### src/uart_serial_port_consts.vh
// Constants of the serial port: register offsets, field positions, reset values and timing counts.
// Assumes an APB slave with byte addresses in the low eight address bits.
`ifndef UART_SERIAL_PORT_CONSTS_VH
`define UART_SERIAL_PORT_CONSTS_VH

// Register byte offsets
`define OFS_SERIAL_BUFFER   8'h00
`define OFS_SERIAL_CONTROL  8'h04
`define OFS_CONFIG          8'h08
`define OFS_IRQ_STATUS      8'h0C
`define OFS_IRQ_MASK        8'h10

// Control register fields
`define CTL_MODE_HI         7
`define CTL_MODE_LO         6
`define CTL_SPEED           5
`define CTL_REN             4
`define CTL_TX_NINTH        3
`define CTL_RX_NINTH        2
`define CTL_TX_DONE         1
`define CTL_RX_DONE         0

// Configuration and interrupt fields
`define CFG_DOUBLER         0
`define ST_RX_DONE          0
`define ST_TX_DONE          1
`define ST_RX_ABORT         2

// Reset values
`define CTL_RESET           5'h00
`define CFG_RESET           1'h0
`define STATUS_RESET        3'h0
`define MASK_RESET          3'h0
`define BUF_RESET           8'h00

// Mode 0 bit timing in clock periods: period, falling point, rising point
`define M0_FAST_PERIOD      4'h4
`define M0_FAST_FALL        4'h1
`define M0_FAST_RISE        4'h3
`define M0_SLOW_PERIOD      4'hC
`define M0_SLOW_FALL        4'h3
`define M0_SLOW_RISE        4'h9
`define M0_LAST_BIT         4'h7

// Asynchronous timing: clocks per slice, slices per bit, sample slices, frame length
`define SLICE_DIV_DOUBLE    3'h2
`define SLICE_DIV_SINGLE    3'h4
`define SLICE_LAST          4'hF
`define SAMPLE_FIRST        4'h7
`define SAMPLE_SECOND       4'h8
`define SAMPLE_THIRD        4'h9
`define RX_NINTH_INDEX      4'h9
`define RX_STOP_INDEX       4'hA
`define TX_LAST_INDEX       4'hA

`endif

### src/uart_serial_port.v
// Serial port with synchronous shift mode 0 and the asynchronous 11-bit mode, behind an APB slave.
// Assumes rxd_in and any other pin input are asynchronous to pclk; the bus master follows APB.
`timescale 1ns/1ns
`include "uart_serial_port_consts.vh"

// What this block does
// Buffer write loads transmit, read returns receive
// Mode 0: data pin both ways, clock always driven
// Mode 0 frame: eight bits, LSB first
// Mode 0 rate: clock/12, or clock/4 when set
// Mode 0 buffer write starts an eight-bit send
// Fast: data one period before fall, low two
// Slow: data three periods before fall, low six
// Sixteen slices, samples 7-9, majority vote
// Start bit not zero aborts, hunt again
// Load after ninth bit if flag clear, condition
// Ninth bit to flag, data to buffer
// After stop middle, watch for next falling edge
// Asynchronous transmit and receive run independently
// Mode 2 frame: start, eight data, ninth, stop
// Mode 2 ninth received bit stored in flag
// Mode 2 rate: clock/32 or clock/64 by doubler
// Mode 0 receive needs enable and clear flag
// Falling edge in idle restarts slice counter
module uart_serial_port (
	input  wire        pclk,
	input  wire        presetn,
	input  wire        psel,
	input  wire        penable,
	input  wire        pwrite,
	input  wire [7:0]  paddr,
	input  wire [31:0] pwdata,
	output reg  [31:0] prdata,
	output reg         pready,
	output reg         pslverr,
	input  wire        rxd_in,
	output reg         rxd_out,
	output reg         rxd_oe,
	output reg         txd_out,
	output reg         irq
);

	// Two-of-three majority
	function maj3;
		input a;
		input b;
		input c;
		begin
			maj3 = (a & b) | (a & c) | (b & c);
		end
	endfunction

	// Software-visible state
	reg [4:0]  ctl;           // Mode[1:0], speed, receive enable, transmit ninth bit
	reg        baud_doubler_select;
	reg [2:0]  status;
	reg [2:0]  mask;
	reg [7:0]  rx_buf;
	reg        received_ninth_bit;
	reg [7:0]  tx_data;
	reg        tx_req;

	// Pin synchroniser and edge history
	reg [1:0]  rxd_sync;
	reg        rxd_prev;

	// Slice prescaler shared by both asynchronous engines
	reg [2:0]  pre;

	// Asynchronous receiver
	reg        rx_busy;
	reg [3:0]  rx_slice;
	reg [3:0]  rx_bit;
	reg [1:0]  votes;
	reg [7:0]  rx_shift;

	// Asynchronous transmitter
	reg        tx_busy;
	reg [3:0]  tx_slice;
	reg [3:0]  tx_bit;
	reg [10:0] tx_frame;

	// Mode 0 shift engine
	reg        m0_busy;
	reg        m0_is_tx;
	reg [3:0]  m0_phase;
	reg [3:0]  m0_bit;
	reg [7:0]  m0_shift;

	wire       rxd_s = rxd_sync[1];
	wire [1:0] mode = ctl[4:3];
	wire       mode0 = (mode == 2'b00);
	wire       speed = ctl[2];
	wire       ren = ctl[1];
	wire       transmit_ninth_bit = ctl[0];
	wire       receive_done_flag = status[`ST_RX_DONE];
	wire [3:0] m0_period = speed ? `M0_FAST_PERIOD : `M0_SLOW_PERIOD;
	wire [3:0] m0_fall = speed ? `M0_FAST_FALL : `M0_SLOW_FALL;
	wire [3:0] m0_rise = speed ? `M0_FAST_RISE : `M0_SLOW_RISE;
	wire [2:0] pre_div = baud_doubler_select ? `SLICE_DIV_DOUBLE : `SLICE_DIV_SINGLE;

	// Bus decode
	wire       acc = psel & penable & pready;
	wire       wr = acc & pwrite;
	wire       hit_buf = (paddr == `OFS_SERIAL_BUFFER);
	wire       hit_ctl = (paddr == `OFS_SERIAL_CONTROL);
	wire       hit_cfg = (paddr == `OFS_CONFIG);
	wire       hit_st = (paddr == `OFS_IRQ_STATUS);
	wire       hit_mask = (paddr == `OFS_IRQ_MASK);
	wire       mapped = hit_buf | hit_ctl | hit_cfg | hit_st | hit_mask;

	// Engine events
	wire       slice_tick = (pre == pre_div - 3'h1);
	wire       rx_fall = rxd_prev & ~rxd_s;
	wire       rx_vote_now = rx_busy & slice_tick & (rx_slice == `SAMPLE_THIRD);
	wire       rx_vote = maj3(votes[0], votes[1], rxd_s);
	wire       rx_abort_ev = rx_vote_now & (rx_bit == 4'h0) & rx_vote;
	wire       rx_ninth_ev = rx_vote_now & (rx_bit == `RX_NINTH_INDEX);
	wire       rx_load_ev = rx_ninth_ev & ~receive_done_flag & (~speed | rx_vote);
	wire       tx_end_ev = tx_busy & slice_tick & (tx_slice == `SLICE_LAST) & (tx_bit == `TX_LAST_INDEX);
	wire       m0_bit_end = m0_busy & (m0_phase == m0_period - 4'h1);
	wire       m0_end = m0_bit_end & (m0_bit == `M0_LAST_BIT);
	wire       m0_rx_start = mode0 & ~m0_busy & ~tx_req & ren & ~receive_done_flag;
	wire       m0_rx_load = m0_end & ~m0_is_tx;

	// Interrupt status set and clear vectors
	wire [2:0] st_set = {rx_abort_ev, tx_end_ev | (m0_end & m0_is_tx), rx_load_ev | m0_rx_load};
	wire [2:0] st_clr = (wr & hit_st) ? pwdata[2:0] : 3'h0;

	// APB slave: one wait state, registered read data and error
	always @(posedge pclk or negedge presetn) begin
		if (!presetn) begin
			pready <= 1'b0;
			prdata <= 32'h0000_0000;
			pslverr <= 1'b0;
		end else begin
			pready <= psel & penable & ~pready;
			pslverr <= psel & penable & ~pready & ~mapped;
			prdata <= 32'h0000_0000;
			if (psel & penable & ~pready & ~pwrite) begin
				if (hit_buf)
					prdata <= {24'h00_0000, rx_buf};
				else if (hit_ctl)
					prdata <= {24'h00_0000, ctl, received_ninth_bit,
						status[`ST_TX_DONE], status[`ST_RX_DONE]};
				else if (hit_cfg)
					prdata <= {31'h0000_0000, baud_doubler_select};
				else if (hit_st)
					prdata <= {29'h0000_0000, status};
				else if (hit_mask)
					prdata <= {29'h0000_0000, mask};
			end
		end
	end

	// Software registers and sticky status; a hardware set wins over a clear
	always @(posedge pclk or negedge presetn) begin
		if (!presetn) begin
			ctl <= `CTL_RESET;
			baud_doubler_select <= `CFG_RESET;
			status <= `STATUS_RESET;
			mask <= `MASK_RESET;
			irq <= 1'b0;
		end else begin
			if (wr & hit_ctl)
				ctl <= pwdata[`CTL_MODE_HI:`CTL_TX_NINTH];
			if (wr & hit_cfg)
				baud_doubler_select <= pwdata[`CFG_DOUBLER];
			if (wr & hit_mask)
				mask <= pwdata[2:0];
			status <= (status & ~st_clr) | st_set;
			irq <= |(((status & ~st_clr) | st_set) & mask);
		end
	end

	// Transmit holding register: a buffer write requests a frame
	always @(posedge pclk or negedge presetn) begin
		if (!presetn) begin
			tx_data <= `BUF_RESET;
			tx_req <= 1'b0;
		end else if (wr & hit_buf) begin
			tx_data <= pwdata[7:0];
			tx_req <= 1'b1;
		end else if (tx_req & (mode0 ? ~m0_busy : ~tx_busy)) begin
			tx_req <= 1'b0;
		end
	end

	// Receive pin synchroniser and previous level
	always @(posedge pclk or negedge presetn) begin
		if (!presetn) begin
			rxd_sync <= 2'b11;
			rxd_prev <= 1'b1;
		end else begin
			rxd_sync <= {rxd_sync[0], rxd_in};
			rxd_prev <= rxd_sync[1];
		end
	end

	// Slice prescaler, two or four clocks per slice
	always @(posedge pclk or negedge presetn) begin
		if (!presetn)
			pre <= 3'h0;
		else if (slice_tick)
			pre <= 3'h0;
		else
			pre <= pre + 3'h1;
	end

	// Asynchronous receiver: start, eight data, ninth bit, stop
	always @(posedge pclk or negedge presetn) begin
		if (!presetn) begin
			rx_busy <= 1'b0;
			rx_slice <= 4'h0;
			rx_bit <= 4'h0;
			votes <= 2'b00;
			rx_shift <= 8'h00;
		end else if (!rx_busy) begin
			if (!mode0 & ren & rx_fall) begin
				rx_busy <= 1'b1;
				rx_slice <= 4'h0;
				rx_bit <= 4'h0;
			end
		end else if (slice_tick) begin
			rx_slice <= rx_slice + 4'h1;
			if (rx_slice == `SAMPLE_FIRST)
				votes[0] <= rxd_s;
			if (rx_slice == `SAMPLE_SECOND)
				votes[1] <= rxd_s;
			if (rx_slice == `SLICE_LAST)
				rx_bit <= rx_bit + 4'h1;
			if (rx_vote_now) begin
				if (rx_bit == 4'h0) begin
					if (rx_vote)
						rx_busy <= 1'b0;
				end else if (rx_bit < `RX_NINTH_INDEX) begin
					rx_shift <= {rx_vote, rx_shift[7:1]};
				end else if (rx_bit == `RX_STOP_INDEX) begin
					rx_busy <= 1'b0;
				end
			end
		end
	end

	// Asynchronous transmitter, independent of the receiver
	always @(posedge pclk or negedge presetn) begin
		if (!presetn) begin
			tx_busy <= 1'b0;
			tx_slice <= 4'h0;
			tx_bit <= 4'h0;
			tx_frame <= 11'h7FF;
		end else if (!tx_busy) begin
			if (!mode0 & tx_req) begin
				tx_busy <= 1'b1;
				tx_slice <= 4'h0;
				tx_bit <= 4'h0;
				tx_frame <= {1'b1, transmit_ninth_bit, tx_data, 1'b0};
			end
		end else if (slice_tick) begin
			tx_slice <= tx_slice + 4'h1;
			if (tx_slice == `SLICE_LAST) begin
				tx_frame <= {1'b1, tx_frame[10:1]};
				tx_bit <= tx_bit + 4'h1;
				if (tx_bit == `TX_LAST_INDEX)
					tx_busy <= 1'b0;
			end
		end
	end

	// Mode 0 shift engine, transmit has priority over receive
	always @(posedge pclk or negedge presetn) begin
		if (!presetn) begin
			m0_busy <= 1'b0;
			m0_is_tx <= 1'b0;
			m0_phase <= 4'h0;
			m0_bit <= 4'h0;
			m0_shift <= 8'h00;
		end else if (!m0_busy) begin
			m0_phase <= 4'h0;
			m0_bit <= 4'h0;
			if (mode0 & tx_req) begin
				m0_busy <= 1'b1;
				m0_is_tx <= 1'b1;
				m0_shift <= tx_data;
			end else if (m0_rx_start) begin
				m0_busy <= 1'b1;
				m0_is_tx <= 1'b0;
			end
		end else begin
			m0_phase <= m0_phase + 4'h1;
			if (!m0_is_tx & (m0_phase == m0_rise))
				m0_shift <= {rxd_s, m0_shift[7:1]};
			if (m0_bit_end) begin
				m0_phase <= 4'h0;
				m0_bit <= m0_bit + 4'h1;
				if (m0_is_tx)
					m0_shift <= {1'b0, m0_shift[7:1]};
				if (m0_end)
					m0_busy <= 1'b0;
			end
		end
	end

	// Receive buffer and ninth-bit flag
	always @(posedge pclk or negedge presetn) begin
		if (!presetn) begin
			rx_buf <= `BUF_RESET;
			received_ninth_bit <= 1'b0;
		end else if (rx_load_ev) begin
			rx_buf <= rx_shift;
			received_ninth_bit <= rx_vote;
		end else if (m0_rx_load) begin
			rx_buf <= m0_shift;
		end
	end

	// Pins: mode 0 drives the shift clock on txd and data on rxd
	always @(posedge pclk or negedge presetn) begin
		if (!presetn) begin
			txd_out <= 1'b1;
			rxd_out <= 1'b1;
			rxd_oe <= 1'b0;
		end else if (mode0) begin
			txd_out <= ~(m0_busy & (m0_phase >= m0_fall) & (m0_phase < m0_rise));
			rxd_out <= m0_busy & m0_is_tx ? m0_shift[0] : 1'b1;
			rxd_oe <= m0_busy & m0_is_tx;
		end else begin
			txd_out <= tx_busy ? tx_frame[0] : 1'b1;
			rxd_out <= 1'b1;
			rxd_oe <= 1'b0;
		end
	end

endmodule

### config.mk
export PLATFORM = sky130hd
export DESIGN_NAME = uart_serial_port
export DESIGN_NICKNAME = d
export VERILOG_FILES = /design/src/uart_serial_port.v
export VERILOG_INCLUDE_DIRS = /design/src
export SDC_FILE = /design/constraint.sdc
export NUM_CORES = 1
export LEC_CHECK = 0
export ABC_AREA = 1
export BUFFER_PORTS_ARGS = -buffer_cell sky130_fd_sc_hd__buf_2
export CAP_MARGIN = 5
export CORE_ASPECT_RATIO = 1.25
export CORE_MARGIN = 1
export CORE_UTILIZATION = 50
export CTS_CLUSTER_DIAMETER = 150
export CTS_CLUSTER_SIZE = 8
export DETAILED_ROUTE_END_ITERATION = 6
export PLACE_DENSITY = 0.7
export SLEW_MARGIN = 20
export SYNTH_ARGS = -nofsm -noshare
export SYNTH_HDL_FRONTEND = slang
export SYNTH_SLANG_ARGS = --single-unit
### constraint.sdc
create_clock -name pclk -period 2.7 [get_ports pclk]
set_input_delay 0.54 -clock pclk [delete_from_list [all_inputs] [get_ports pclk]]
set_output_delay 0.54 -clock pclk [all_outputs]
set_load 0.05 [all_outputs]
# ---- After elaboration in Yosys (flattened, before gate mapping)
# Index checks and enable logic that the tools add are counted.
dict set report op_classes {
  n_div 0
  add_sub_neg 9
  n_mux 67
  n_reduce_logical 20
  eq_ne 21
  mul 0
  n_shift 0
  order_cmp 3
  n_bitwise 67
}
# cell count
set ops {}
lappend ops {{$mux W32} 3}
lappend ops {{$mux W4} 18}
lappend ops {{$mux W8} 7}
lappend ops {{$mux W11} 4}
lappend ops {{$and A1 B1 Y1} 42}
lappend ops {{$eq A4 B4 Y1 const B} 7}
lappend ops {{$mux W1} 28}
lappend ops {{$add A4 B1 Y4 const B} 6}
lappend ops {{$mux W3} 6}
lappend ops {{$eq A8 B4 Y1 const B} 2}
lappend ops {{$not A1 Y1} 12}
lappend ops {{$reduce_and A3 Y1} 4}
lappend ops {{$reduce_bool A2 Y1} 6}
lappend ops {{$ne A2 B1 Y1 const B} 5}
lappend ops {{$or A1 B1 Y1} 9}
lappend ops {{$eq A4 B3 Y1 const B} 2}
lappend ops {{$eq A4 B4 Y1} 2}
lappend ops {{$eq A8 B3 Y1 const B} 1}
lappend ops {{$eq A8 B5 Y1 const B} 1}
lappend ops {{$logic_not A8 Y1} 1}
lappend ops {{$and A3 B3 Y3} 2}
lappend ops {{$reduce_and A2 Y1} 3}
lappend ops {{$reduce_and A5 Y1} 1}
lappend ops {{$ge A4 B2 Y1} 1}
lappend ops {{13 further kinds} 14}
dict set report word_totals {
  ff_bits 131
  ram_bits 0
  memories 0
  romBits 0
  input_bits 46
  out_inout_bits 38
  latchBits 0
}

# ---- Longest topological paths before layout
dict set report depth {
  depth_word 12
  depth_mapped 11
  mapped_depth_nobuf 11
}

# ---- Worst setup path after synthesis
# Ideal clock, no wire load.
dict set report synth_timing {
  kind {register to register}
  start {register ctl[2]}
  end {register rx_buf[0]}
  setup_slack_ns 1.100
  t_arrival_ns 1.538
  synth_period_minus_slack_ns 1.600
  setup_time_ns 0.062
  path_stages_with_launch 12
  path_cell_list {dfrtp_1 ha_1 inv_1 nor2_4 nand2_2 nor2_4 nand3_4 inv_2 nand2_1 nand3_2 nand2_1 inv_1}
}
dict set report synth_via {
  elab_chain_cells 7
  word_cells_on_any_way 11
  cone_classes {add/sub: 1; eq/ne: 1; mux: 2; bitwise: 6; reduce/logical: 1}
}
# item line
set synth_lines {}
lappend synth_lines {{start, declared} uart_serial_port.v:54} ;# reg [4:0] ctl;
lappend synth_lines {{start signal, assigned} uart_serial_port.v:159} ;# ctl <= `CTL_RESET;
lappend synth_lines {{start signal, assigned} uart_serial_port.v:166} ;# ctl <= pwdata[`CTL_MODE_HI:`CTL_TX_NINTH];
lappend synth_lines {{$mux W4 (no source line)} -}
lappend synth_lines {{$sub A4 B1 Y4} uart_serial_port.v:121} ;# wire m0_bit_end = m0_busy & (m0_phase == m0_period - 4'h1);
lappend synth_lines {{$eq A4 B4 Y1} uart_serial_port.v:121}
lappend synth_lines {{$and A1 B1 Y1} uart_serial_port.v:121}
lappend synth_lines {{$and A1 B1 Y1} uart_serial_port.v:122} ;# wire m0_end = m0_bit_end & (m0_bit == `M0_LAST_BIT);
lappend synth_lines {{$and A1 B1 Y1} uart_serial_port.v:124} ;# wire m0_rx_load = m0_end & ~m0_is_tx;
lappend synth_lines {{$reduce_bool A2 Y1 (no source line)} -}
lappend synth_lines {{end signal, assigned} uart_serial_port.v:307} ;# rx_buf <= `BUF_RESET;
lappend synth_lines {{end signal, assigned} uart_serial_port.v:310} ;# rx_buf <= rx_shift;
lappend synth_lines {{end signal, assigned} uart_serial_port.v:313} ;# rx_buf <= m0_shift;
lappend synth_lines {{end, declared} uart_serial_port.v:58} ;# reg [7:0] rx_buf;
# Parallel ways exist; a longest one is shown, timed or not.
# A chain may end at the register's enable or synchronous reset.

# ---- Final worst setup path
dict set report layout_timing {
  start {register ctl[2]}
  end {register rx_buf[3]}
}
# The elaborated chain is that of the path after synthesis.

==> results.sh <==
export IMPL_status="completed"
export IMPL_die_w_um=96.5
export IMPL_finalCritPeriodShare=0.736
export IMPL_setup_viol=0
export IMPL_antenna_found_initial=0
export IMPL_yosys_warnings=0
export IMPL_routed_wl_mm=11.3
export IMPL_ys_types=44
export IMPL_multi_input_comb_area_mm2=0.00238
export IMPL_critical_path_required_ns=2.98
export IMPL_core_area_mm2=0.0107
export IMPL_setup_ws_ns=0.713
export IMPL_tns_ns=0
export IMPL_postCtsHoldBufs=0
export IMPL_numCtsBuffers=9
export IMPL_numPortBuffers=35
export IMPL_root_buffer="clkbuf_16"
export IMPL_cts_tree="yes"
export IMPL_vias=4235
export IMPL_worstMarginPinSlew_ns=0.656
export IMPL_initialDrtViolationCount=287
export IMPL_h_tree_depth=3
export IMPL_dp_hpwl_mm=8.34
export IMPL_start_kind="flop"
export IMPL_slew_headroom=0.561
export IMPL_layout_min_cycle_time_ns=1.99
export IMPL_avgViaCountPerCell=5.13
export IMPL_gp_congestion=0.832
export IMPL_finalHoldViolCount=0
export IMPL_post_dp_cell_area_mm2=0.00579
export IMPL_drive_above_1_share=0.203
export IMPL_p_per_area_mw_per_mm2=624
export IMPL_std_cell_rows=42
export IMPL_endpoint_kind="flop"
export IMPL_ys_ff_latch=106
export IMPL_finalClockSkew_ns=0.00640
export IMPL_post_route_drc_count=0
export IMPL_die_y_um=120
export IMPL_antennaDiodeCount=0
export IMPL_rsz0062_at_grt="no"
export IMPL_ir_drop_v=0.000288
export IMPL_final_area_mm2=0.00614
export IMPL_post_cts_setup_buffer_count=0
export IMPL_clockBufferDepth=2
export IMPL_final_common_cell="nand2_1"
export IMPL_r2r_setup_slack_ns=0.71
export IMPL_synth_cells=652
export IMPL_num_io_pins=84
export IMPL_clkTransAtPathRegs_ns=0.07
export IMPL_final_cell_mix="nand2_1 (157), dfrtp_1 (91), inv_1 (81)"
export IMPL_p_leak_nw=3.23
export IMPL_max_freq_ghz=0.503
export IMPL_insertion_delay_ns=0.34
export IMPL_area_growth_syn_to_layout_pct=9.99
export IMPL_pre_cts_ws_ns=0.764
export IMPL_postSynthAreaPerCell_um2=8.57
export IMPL_critical_path_arrival_ns=2.27
export IMPL_final_nets=752
export IMPL_setup_worst_path_class="flop to flop"
export IMPL_start_util=0.521
export IMPL_slew_viol_final=0
export IMPL_fill_cells=945
export IMPL_grt_overflow=0
export IMPL_grt_pass1_wl_mm=19.1
export IMPL_post_drt_wl_per_cell_um=13.7
export IMPL_dr_pass1_iters=5
export IMPL_drt_antenna_violating_nets=0
export IMPL_cts_resized=0
export IMPL_die_area_mm2=0.0116
export IMPL_hold_path_class="input port to async pin"
export IMPL_seqCellArea_mm2=0.00267
export IMPL_grt_pass1_vias=4189
export IMPL_worstPathMaxFanout=10
export IMPL_cts_sinks=106
export IMPL_track_usage=0.215
export IMPL_grt_max_degree=79
export IMPL_yosysSeqAreaShare=0.478
export IMPL_cap_violations=0
export IMPL_synth_area_mm2=0.00559
-- registers in the layout (all words and copies together), names as in the netlist, 4 cells and up --
name      cells
ctl           5
m0_bit        4
m0_phase      4
m0_shift      8
prdata        8
rx_bit        4
rx_buf        8
rx_shift      8
rx_slice      4
tx_bit        4
tx_data       8
tx_frame     10
tx_slice      4
-- power by group --
group          switching, mW  total, mW  internal (mW)
registers             0.0846       1.79           1.70
clock network          0.575       1.53          0.958
logic                  0.363      0.514          0.151
-- cell families (layout without fill, tap and decap cells) --
family / Yosys count / after routing / share of synthesized area
xor+xnor: 6 / 6 / 0.00941
flops: 106 / 106 / 0.478
buf+inv: 131 / 150 / 0.111
fa+ha+maj: 17 / 17 / 0.0381
compound gates: 100 / 100 / 0.105
other cells: 1 / 24 / 0.000671
simple gates: 291 / 291 / 0.258
-- worst max-delay path, stage by stage, from the launching register on --
cell,delay [ns]
dfrtp_1,0.49
ha_1,0.36
inv_1,0.07
nor2_4,0.12
nand2_2,0.12
nor2_4,0.18
nand3_4,0.17
inv_2,0.17
nand2_1,0.09
nand3_2,0.06
nand2_1,0.06
inv_1,0.05
-- worst paths after layout --
path | from | endpoint | cells past startpoint
setup / recovery | ctl[2] | rx_buf[3] | 11
hold / removal | presetn | tx_data[5] | 1
setup reg to reg | ctl[2] | rx_buf[3] | 11
hold reg to reg | rxd_sync[0] | rxd_sync[1] | 0
max in group asynchronous | presetn | tx_frame[8] | 2
min in group pclk | rxd_in | rxd_sync[0] | 1
-- layout make-up --
type                            instances  area share
Clock buffer                           12      0.0418
Tap cell                              132      0.0269
Inverter                               97      0.0597
Sequential cell                       106       0.435
Multi-Input combinational cell        438       0.388
Timing Repair Buffer                   37      0.0334
Clock inverter                          4      0.0159
-- synthesized netlist by cell type --
library cell,n,area share
a22oi_1,1,0.0013
o21ai_1,41,0.037
nand3_4,2,0.0063
nor3_1,6,0.0054
buf_2,1,0.00090
a21oi_1,17,0.015
ha_1,17,0.038
dfstp_2,15,0.071
or2_2,7,0.0078
o31ai_1,1,0.0013
nor3_4,1,0.0029
conb_1,1,0.00067
nand2_1,157,0.11
nand3_1,43,0.039
or2_1,2,0.0022
nand2_4,5,0.010
o21ai_2,16,0.025
o22ai_1,3,0.0034
nor2_1,30,0.020
nor2_8,1,0.0036
nand3b_1,2,0.0027
buf_4,25,0.034
clkbuf_1,3,0.0020
nand3_2,9,0.016
nor2_4,5,0.010
dfrtp_1,91,0.41
or2_0,1,0.0011
buf_1,1,0.00067
a31oi_1,1,0.0011
inv_2,15,0.010
xor2_1,3,0.0047
o211ai_1,2,0.0027
nand3b_4,1,0.0036
buf_6,4,0.0081
xnor2_1,3,0.0047
o211a_1,1,0.0018
nor3_2,1,0.0018
inv_1,81,0.054
o22a_1,1,0.0016
nor2_2,2,0.0022
o21ai_0,16,0.014
nand2_2,8,0.0090
nand4_1,8,0.0090
inv_4,1,0.0011
-- through the flow --
stage               hold slack (ns)  cells  utilization  power, mW
CTS                           0.121    826        0.573       3.87
detailed placement            0.347    810        0.540       2.33
finish                        0.112    826        0.573       3.83
global route                  0.133    826        0.573       4.00
floorplan                     0.244    675            -       2.21
global placement              0.347    810        0.540       2.31
-- metal layers --
layer,track usage,wire length [um],vias up
met5,0,0,-
met4,0.0910,199,0
met3,0.0431,457,16
met2,0.361,5680,85
met1,0.265,4940,2031
li1,-,-,2103
Power figures use the tool's default switching activity.
